### config.mk
export PLATFORM = sky130hd
export DESIGN_NAME = prc_soft_reset_ctrl
export DESIGN_NICKNAME = d
export VERILOG_FILES = /design/src/prc_pkg.sv /design/src/prc_soft_reset_ctrl.sv
export SDC_FILE = /design/constraint.sdc
export NUM_CORES = 1
export LEC_CHECK = 0
export BUFFER_PORTS_ARGS = -buffer_cell sky130_fd_sc_hd__buf_2
export CAP_MARGIN = 20
export CORE_AREA = 8 8 66 97
export DETAILED_ROUTE_END_ITERATION = 8
export DIE_AREA = 0 0 74 105
export PLACE_DENSITY = 0.76
export SKIP_CTS_REPAIR_TIMING = 1
export SLEW_MARGIN = 30
export SYNTH_ARGS = -nofsm -noshare
export SYNTH_HDL_FRONTEND = slang
export SYNTH_SLANG_ARGS = --single-unit
### constraint.sdc
create_clock -name mclk_in -period 1.19 [get_ports mclk_in]
set_input_delay 0.1785 -clock mclk_in [delete_from_list [all_inputs] [get_ports mclk_in]]
set_output_delay 0.1785 -clock mclk_in [all_outputs]
set_load 0.02 [all_outputs]
### src/prc_pkg.sv
package prc_pkg;

	localparam int          PRC_ADDR_W      = 12;
	localparam int          PRC_DATA_W      = 32;

	// Register offsets inside the system-control space
	localparam logic [11:0] PRC_OFF_WORD0   = 12'h040;
	localparam logic [11:0] PRC_OFF_WORD1   = 12'h044;

	localparam logic [31:0] PRC_RST_WORD0   = 32'h0000_0000;
	localparam logic [31:0] PRC_RST_WORD1   = 32'h0000_0000;

	// Field positions, first word
	localparam int          PRC_B0_PWM      = 20;
	localparam int          PRC_B0_ADC0     = 16;
	localparam int          PRC_B0_HIBERN   = 6;
	localparam int          PRC_B0_WATCHDOG = 3;

	// Field positions, second word
	localparam int          PRC_B1_CMP_B    = 25;
	localparam int          PRC_B1_CMP_A    = 24;
	localparam int          PRC_B1_GPC_D    = 19;
	localparam int          PRC_B1_GPC_C    = 18;
	localparam int          PRC_B1_GPC_B    = 17;
	localparam int          PRC_B1_GPC_A    = 16;
	localparam int          PRC_B1_I2C1     = 14;

	// Bits that exist at all; everything else is read-only zero
	localparam logic [31:0] PRC_IMPL_WORD0  = (32'h1 << PRC_B0_PWM)
		| (32'h1 << PRC_B0_ADC0)
		| (32'h1 << PRC_B0_HIBERN)
		| (32'h1 << PRC_B0_WATCHDOG);
	localparam logic [31:0] PRC_IMPL_WORD1  = (32'h1 << PRC_B1_CMP_B)
		| (32'h1 << PRC_B1_CMP_A)
		| (32'h1 << PRC_B1_GPC_D)
		| (32'h1 << PRC_B1_GPC_C)
		| (32'h1 << PRC_B1_GPC_B)
		| (32'h1 << PRC_B1_GPC_A)
		| (32'h1 << PRC_B1_I2C1);

	// Per-unit reset lines, high holds the unit in reset
	typedef struct packed {
		logic pwm;
		logic adc0;
		logic hibernation_reset_bit;
		logic watchdog_reset_bit;
		logic comparator_b_reset_bit;
		logic comparator_a_reset_bit;
		logic gp_counter_d_reset_bit;
		logic gp_counter_c_reset_bit;
		logic gp_counter_b_reset_bit;
		logic gp_counter_a_reset_bit;
		logic i2c1;
	} prc_unit_rst_s;

endpackage : prc_pkg

### src/prc_soft_reset_ctrl.sv
// Operation
// - First word writes gated by capability mask A
// - Second word writes gated by capability mask B
// - Both words reset zero, read/write at offsets
// - First word bit 20 resets PWM
// - First word bit 16 resets ADC0
// - First word bit 6 resets hibernation
// - First word bit 3 resets watchdog
// - Second word bits 25,24 reset comparators
// - Second word bits 19:16 reset counters
// - Second word bit 14 resets second I2C
// - Unassigned bits read-only, read zero
//
// Design decision made here: the APB interface to the registers.
module prc_soft_reset_ctrl
	import prc_pkg::*;
(
	input  wire logic                  mclk_in,
	input  wire logic                  rst_b_in,
	input  wire logic                  psel_in,
	input  wire logic                  penable_in,
	input  wire logic                  pwrite_in,
	input  wire logic [PRC_ADDR_W-1:0] paddr_in,
	input  wire logic [PRC_DATA_W-1:0] pwdata_in,
	input  wire logic [3:0]            pstrb_in,
	input  wire logic [PRC_DATA_W-1:0] capability_mask_a_in,
	input  wire logic [PRC_DATA_W-1:0] capability_mask_b_in,
	output logic      [PRC_DATA_W-1:0] prdata_out,
	output logic                       pready_out,
	output logic                       pslverr_out,
	output prc_unit_rst_s              unit_rst_out
);

	logic [PRC_DATA_W-1:0] word0_view;
	logic [PRC_DATA_W-1:0] word1_view;
	logic [PRC_DATA_W-1:0] merged0;
	logic [PRC_DATA_W-1:0] merged1;
	logic                  wr_en0;
	logic                  wr_en1;
	logic                  pwm_ctl_r;
	logic                  adc0_ctl_r;
	logic                  hibern_ctl_r;
	logic                  wdog_ctl_r;
	logic                  cmp_b_ctl_r;
	logic                  cmp_a_ctl_r;
	logic                  gpc_d_ctl_r;
	logic                  gpc_c_ctl_r;
	logic                  gpc_b_ctl_r;
	logic                  gpc_a_ctl_r;
	logic                  i2c1_ctl_r;
	logic                  pwm_line_r;
	logic                  adc0_line_r;
	logic                  hibern_line_r;
	logic                  wdog_line_r;
	logic                  cmp_b_line_r;
	logic                  cmp_a_line_r;
	logic                  gpc_d_line_r;
	logic                  gpc_c_line_r;
	logic                  gpc_b_line_r;
	logic                  gpc_a_line_r;
	logic                  i2c1_line_r;
	logic [PRC_DATA_W-1:0] allow0;
	logic [PRC_DATA_W-1:0] allow1;
	logic [PRC_DATA_W-1:0] rd_mux;
	logic                  pready_r;
	logic                  access;
	logic                  done;
	logic                  sel0;
	logic                  sel1;

	// Byte-lane merge of write data into the old word
	function automatic logic [31:0] lane_merge(
		input logic [31:0] old_v,
		input logic [31:0] new_v,
		input logic [3:0]  strb
	);
		logic [31:0] res;
		res = old_v;
		for (int i = 0; i < 4; i++) begin
			if (strb[i]) begin
				res[i*8 +: 8] = new_v[i*8 +: 8];
			end
		end
		return res;
	endfunction : lane_merge

	// Capability gates both the write and the held value
	function automatic logic ctl_next(
		input logic old_v,
		input logic wr_v,
		input logic new_v,
		input logic allow_v
	);
		logic res;
		res = wr_v ? new_v : old_v;
		return res & allow_v;
	endfunction : ctl_next

	assign access = psel_in & penable_in;
	// Completion edge: the only edge where a write lands
	assign done   = access & pready_r;
	assign sel0   = (paddr_in == PRC_OFF_WORD0);
	assign sel1   = (paddr_in == PRC_OFF_WORD1);

	// Capability and existence combined; absent bits can never be 1
	assign allow0 = capability_mask_a_in & PRC_IMPL_WORD0;
	assign allow1 = capability_mask_b_in & PRC_IMPL_WORD1;

	// A write lands only at the completion edge, with its byte lanes
	assign wr_en0  = done & pwrite_in & sel0;
	assign wr_en1  = done & pwrite_in & sel1;
	assign merged0 = lane_merge(word0_view, pwdata_in, pstrb_in);
	assign merged1 = lane_merge(word1_view, pwdata_in, pstrb_in);

	always_comb begin
		rd_mux = '0;
		if (sel0) begin
			rd_mux = word0_view & allow0;
		end else if (sel1) begin
			rd_mux = word1_view & allow1;
		end
	end

	// Stored bits follow a dropping capability too, so a unit that
	// disappears is never left parked in reset
	always_ff @(posedge mclk_in) begin
		if (!rst_b_in) begin
			pwm_ctl_r <= PRC_RST_WORD0[PRC_B0_PWM];
		end else begin
			pwm_ctl_r <= ctl_next(pwm_ctl_r, wr_en0, merged0[PRC_B0_PWM],
				allow0[PRC_B0_PWM]);
		end
	end

	always_ff @(posedge mclk_in) begin
		if (!rst_b_in) begin
			adc0_ctl_r <= PRC_RST_WORD0[PRC_B0_ADC0];
		end else begin
			adc0_ctl_r <= ctl_next(adc0_ctl_r, wr_en0, merged0[PRC_B0_ADC0],
				allow0[PRC_B0_ADC0]);
		end
	end

	always_ff @(posedge mclk_in) begin
		if (!rst_b_in) begin
			hibern_ctl_r <= PRC_RST_WORD0[PRC_B0_HIBERN];
		end else begin
			hibern_ctl_r <= ctl_next(hibern_ctl_r, wr_en0,
				merged0[PRC_B0_HIBERN], allow0[PRC_B0_HIBERN]);
		end
	end

	always_ff @(posedge mclk_in) begin
		if (!rst_b_in) begin
			wdog_ctl_r <= PRC_RST_WORD0[PRC_B0_WATCHDOG];
		end else begin
			wdog_ctl_r <= ctl_next(wdog_ctl_r, wr_en0,
				merged0[PRC_B0_WATCHDOG], allow0[PRC_B0_WATCHDOG]);
		end
	end

	always_ff @(posedge mclk_in) begin
		if (!rst_b_in) begin
			cmp_b_ctl_r <= PRC_RST_WORD1[PRC_B1_CMP_B];
		end else begin
			cmp_b_ctl_r <= ctl_next(cmp_b_ctl_r, wr_en1, merged1[PRC_B1_CMP_B],
				allow1[PRC_B1_CMP_B]);
		end
	end

	always_ff @(posedge mclk_in) begin
		if (!rst_b_in) begin
			cmp_a_ctl_r <= PRC_RST_WORD1[PRC_B1_CMP_A];
		end else begin
			cmp_a_ctl_r <= ctl_next(cmp_a_ctl_r, wr_en1, merged1[PRC_B1_CMP_A],
				allow1[PRC_B1_CMP_A]);
		end
	end

	always_ff @(posedge mclk_in) begin
		if (!rst_b_in) begin
			gpc_d_ctl_r <= PRC_RST_WORD1[PRC_B1_GPC_D];
		end else begin
			gpc_d_ctl_r <= ctl_next(gpc_d_ctl_r, wr_en1, merged1[PRC_B1_GPC_D],
				allow1[PRC_B1_GPC_D]);
		end
	end

	always_ff @(posedge mclk_in) begin
		if (!rst_b_in) begin
			gpc_c_ctl_r <= PRC_RST_WORD1[PRC_B1_GPC_C];
		end else begin
			gpc_c_ctl_r <= ctl_next(gpc_c_ctl_r, wr_en1, merged1[PRC_B1_GPC_C],
				allow1[PRC_B1_GPC_C]);
		end
	end

	always_ff @(posedge mclk_in) begin
		if (!rst_b_in) begin
			gpc_b_ctl_r <= PRC_RST_WORD1[PRC_B1_GPC_B];
		end else begin
			gpc_b_ctl_r <= ctl_next(gpc_b_ctl_r, wr_en1, merged1[PRC_B1_GPC_B],
				allow1[PRC_B1_GPC_B]);
		end
	end

	always_ff @(posedge mclk_in) begin
		if (!rst_b_in) begin
			gpc_a_ctl_r <= PRC_RST_WORD1[PRC_B1_GPC_A];
		end else begin
			gpc_a_ctl_r <= ctl_next(gpc_a_ctl_r, wr_en1, merged1[PRC_B1_GPC_A],
				allow1[PRC_B1_GPC_A]);
		end
	end

	always_ff @(posedge mclk_in) begin
		if (!rst_b_in) begin
			i2c1_ctl_r <= PRC_RST_WORD1[PRC_B1_I2C1];
		end else begin
			i2c1_ctl_r <= ctl_next(i2c1_ctl_r, wr_en1, merged1[PRC_B1_I2C1],
				allow1[PRC_B1_I2C1]);
		end
	end

	// Unassigned positions stay zero in the assembled words
	always_comb begin
		word0_view                   = '0;
		word0_view[PRC_B0_PWM]       = pwm_ctl_r;
		word0_view[PRC_B0_ADC0]      = adc0_ctl_r;
		word0_view[PRC_B0_HIBERN]    = hibern_ctl_r;
		word0_view[PRC_B0_WATCHDOG]  = wdog_ctl_r;
	end

	always_comb begin
		word1_view                   = '0;
		word1_view[PRC_B1_CMP_B]     = cmp_b_ctl_r;
		word1_view[PRC_B1_CMP_A]     = cmp_a_ctl_r;
		word1_view[PRC_B1_GPC_D]     = gpc_d_ctl_r;
		word1_view[PRC_B1_GPC_C]     = gpc_c_ctl_r;
		word1_view[PRC_B1_GPC_B]     = gpc_b_ctl_r;
		word1_view[PRC_B1_GPC_A]     = gpc_a_ctl_r;
		word1_view[PRC_B1_I2C1]      = i2c1_ctl_r;
	end

	// One wait state: pready rises in the second access cycle
	always_ff @(posedge mclk_in) begin
		if (!rst_b_in) begin
			pready_r    <= 1'b0;
			prdata_out  <= '0;
			pslverr_out <= 1'b0;
		end else if (access && !pready_r) begin
			pready_r    <= 1'b1;
			prdata_out  <= pwrite_in ? '0 : rd_mux;
			pslverr_out <= !(sel0 || sel1);
		end else begin
			pready_r    <= 1'b0;
			prdata_out  <= '0;
			pslverr_out <= 1'b0;
		end
	end

	assign pready_out = pready_r;

	// Reset lines are flopped copies; they lag the stored bit one cycle
	always_ff @(posedge mclk_in) begin
		if (!rst_b_in) begin
			pwm_line_r <= 1'b0;
		end else begin
			pwm_line_r <= pwm_ctl_r;
		end
	end
	always_ff @(posedge mclk_in) begin
		if (!rst_b_in) begin
			adc0_line_r <= 1'b0;
		end else begin
			adc0_line_r <= adc0_ctl_r;
		end
	end
	always_ff @(posedge mclk_in) begin
		if (!rst_b_in) begin
			hibern_line_r <= 1'b0;
		end else begin
			hibern_line_r <= hibern_ctl_r;
		end
	end
	always_ff @(posedge mclk_in) begin
		if (!rst_b_in) begin
			wdog_line_r <= 1'b0;
		end else begin
			wdog_line_r <= wdog_ctl_r;
		end
	end
	always_ff @(posedge mclk_in) begin
		if (!rst_b_in) begin
			cmp_b_line_r <= 1'b0;
		end else begin
			cmp_b_line_r <= cmp_b_ctl_r;
		end
	end
	always_ff @(posedge mclk_in) begin
		if (!rst_b_in) begin
			cmp_a_line_r <= 1'b0;
		end else begin
			cmp_a_line_r <= cmp_a_ctl_r;
		end
	end
	always_ff @(posedge mclk_in) begin
		if (!rst_b_in) begin
			gpc_d_line_r <= 1'b0;
		end else begin
			gpc_d_line_r <= gpc_d_ctl_r;
		end
	end
	always_ff @(posedge mclk_in) begin
		if (!rst_b_in) begin
			gpc_c_line_r <= 1'b0;
		end else begin
			gpc_c_line_r <= gpc_c_ctl_r;
		end
	end
	always_ff @(posedge mclk_in) begin
		if (!rst_b_in) begin
			gpc_b_line_r <= 1'b0;
		end else begin
			gpc_b_line_r <= gpc_b_ctl_r;
		end
	end
	always_ff @(posedge mclk_in) begin
		if (!rst_b_in) begin
			gpc_a_line_r <= 1'b0;
		end else begin
			gpc_a_line_r <= gpc_a_ctl_r;
		end
	end
	always_ff @(posedge mclk_in) begin
		if (!rst_b_in) begin
			i2c1_line_r <= 1'b0;
		end else begin
			i2c1_line_r <= i2c1_ctl_r;
		end
	end

	// Struct order, most significant first
	assign unit_rst_out = {
		pwm_line_r,
		adc0_line_r,
		hibern_line_r,
		wdog_line_r,
		cmp_b_line_r,
		cmp_a_line_r,
		gpc_d_line_r,
		gpc_c_line_r,
		gpc_b_line_r,
		gpc_a_line_r,
		i2c1_line_r
	};

endmodule : prc_soft_reset_ctrl

==> results.md <==
* Via total after detailed routing at 1246
* # nets final at 339
* DRC violation count after routing at 0
* First drt pass iteration count at 4
* Post-route met1 wirelength at 1515 µm
* Clock tree from TritonCTS: done
* Sinks on the clock net at 34
* Worst endpoint data arrival time at 1.56 ns
* Top achievable clock speed at 753.9 MHz
* Max Root-Sink Buffers at 2
* Total design power at 0.002220 W
* Largest cells by area after synthesis: dfxtp_1 (45%), buf_4 (17%), and2_1 (5.4%)
* Largest reg by FF count: prdata_out
* Critical path capture point type: flop
* Largest register FFs at 10
* Final period demand of the worst path at 1.326 ns
* Post-synth EDFFs at 0
* IO Count at 162
* Post-Synthesis Mean Instance Area at 9.558 µm²
* Met2 WL post-DR at 1880 µm
* Die Width at 74 µm
* Static power due to leakage at 0.9237 nW
* Count of state elements after synthesis at 34
* Buffers plus inverters on the worst setup path at 1
* Setup repair after global routing missed its margin: true
* Worst hold margin at 0.1179 ns
* Number of I/O port buffers at 64
* Starting density of the core at 30.17%
* Via count of the first global-routing pass at 1336
* Number of antenna violations at the first check in global routing at 0
* Count of endpoints failing setup in the final report at 11
* Core occupancy in the finished layout at 38.13%
* Maximum fanout count along the critical path at 7
* Async set-or-reset flop fraction in the synthesized netlist at 0%
* Antenna diodes at 0
* Run status: finished with violations
* Die ar. at 0.007770 mm²
* Pin count of the biggest net entering global routing at 24
* Final Skew at 0.006114 ns
* Commonest non-fill, non-tap cell in the layout: buf_2
* Final RePlAce weighted congestion at 0.7871
* Crit path max-delay family: simple AND/OR/NAND/NOR gates
* Sort of element at the start of the critical path: flop
* Yosys warnings at 0
* GRT Resource Usage Total at 9.937%
* Clock transition at the registers of the reported paths at 0.07 ns
* Critical R2R Launch: pready_out
* Detail Placement HPWL at 3256 µm
* Max-slew violation total from the final report at 0
* Path class of the lowest-slack min-delay path: in2reg
* Critical Path Source: pready_out
* Worst-path cell chain: nand4b_1 -> nor4b_4 -> buf_4 -> a32o_1
* Wire length per cell at 13.52 µm
* Pwr Density at 1163 mW/mm²
* Number of max-capacitance violations reported at 0
* Placeable core region at 0.005005 mm²
* Antenna-violating nets left at 0
* Clock latency reported for the late side of the worst-skew pair at 0.28 ns
* Metal3 WL at 384 µm
* Site row count at 32
* Final critical-path share of the clock period at 111.5%
* Wire length of the first global-routing pass at 5858 µm
* Top flip-flop cell by instance count after synthesis: dfxtp_1
* Origin of the worst min-delay path: capability_mask_b_in[24]
* Fraction of final layout cells sized beyond drive strength 1 at 41.26%
* VDD IR max at 0.5115 mV
* Critical path type: reg2reg
* Required time of the critical path at 1.42 ns
* Commonest cells after routing, fill and taps aside: buf_2 (64), dfxtp_1 (33), conb_1 (22), and2_1 (12)
* Vias/cell at 4.282
* Num CTS Buffers at 5
* Height of the chip at 105 µm
* Sequential cell area fraction in the yosys report at 45.07%
* Netlist cell types at 26
* Routed WL at 3935 µm
* Synthesis-to-layout area growth at 26.35%
* Uppermost signal routing layer after detailed routing: met4
* Violations in the final reports: setup timing
* Total grt overflow at 0
* Netlist Area Pre-Place at 0.001510 mm²
* Setup slack of the critical path after layout at -0.1365 ns
* Yosys top cell area share at 45.07%
* H-tree level count at 2
* Master of the slowest instance on the critical path: dfxtp_4
* Area leader, netlist: dfxtp_1
* Initial DRC count at 68
* Synthesized netlist cell count at 158
* Final hold violation count at 0
* CP max stage delay at 0.34 ns
* Clock root buffer master: clkbuf_8
[stage by stage]
step           setup TNS (ns)  worst slack [ns]  cell area, µm²  std cells
3_5_place_dp           -5.575           -0.3439            1793        282
3_3_place_gp           -4.550           -0.2913            1793        282
4_1_cts                -1.638           -0.1575            1884        290
2_1_floorplan         -0.4205          -0.05515            1605        179
5_1_grt                -1.970           -0.1924            1908        291
6_report              -0.9171           -0.1365            1908        291
[cell type report]
class	count	area [µm²]
tap	68	85.08
timing repair buffer	74	395.4
fill	499	3097
multi-input combinational	106	648.1
sequential	34	684.4
clock buffer	7	86.33
clock inverter	1	5.005
inverter	1	3.754
[tightest hold or removal path, cell delays in order]
cell and delay (ns):
buf_2 0.10, nand2_1 0.05, a21oi_1 0.03
[layer usage]
metal	up-vias	track usage [%]
li1	618	-
met1	545	9.588
met2	73	16.48
met3	10	3.445
met4	0	7.759
met5	-	0
[power breakdown]
part / switching (W) / total [W] / internal [W]
Combinational: 0.000139 / 0.000210 / 0.0000711
Sequential: 0.00000101 / 0.00114 / 0.00114
Clock: 0.000403 / 0.000869 / 0.000466
Total: 0.000543 / 0.00222 / 0.00168
[cells by family after synthesis]
| logic type | synth area share (%) |
|---|---|
| AND/OR/NAND/NOR | 28.42 |
| other | 0.2483 |
| AO/OA/AOI/OAI | 7.291 |
| flip-flops | 45.07 |
| buffers and inverters | 18.31 |
| multiplexers | 0.6628 |
[synthesized netlist by cell type, types with 2 or more instances]
library cell	n
dfxtp_1	34
buf_4	34
nor4b_4	2
nand2_1	11
clkbuf_1	2
o21ai_0	10
nand3_1	5
buf_2	2
and2_1	13
nand4_1	11
a21oi_1	10
and3_1	10
[worst paths after layout]
path | depth (start not counted) | slack [ns] | endpoint
setup reg to reg | 4 | -0.14 | prdata_out[16]
hold / removal | 3 | 0.12 | cmp_a_ctl_r
hold reg to reg | 2 | 0.47 | cmp_a_ctl_r
setup / recovery | 4 | -0.14 | prdata_out[16]
(Power assumes the default switching activity.)
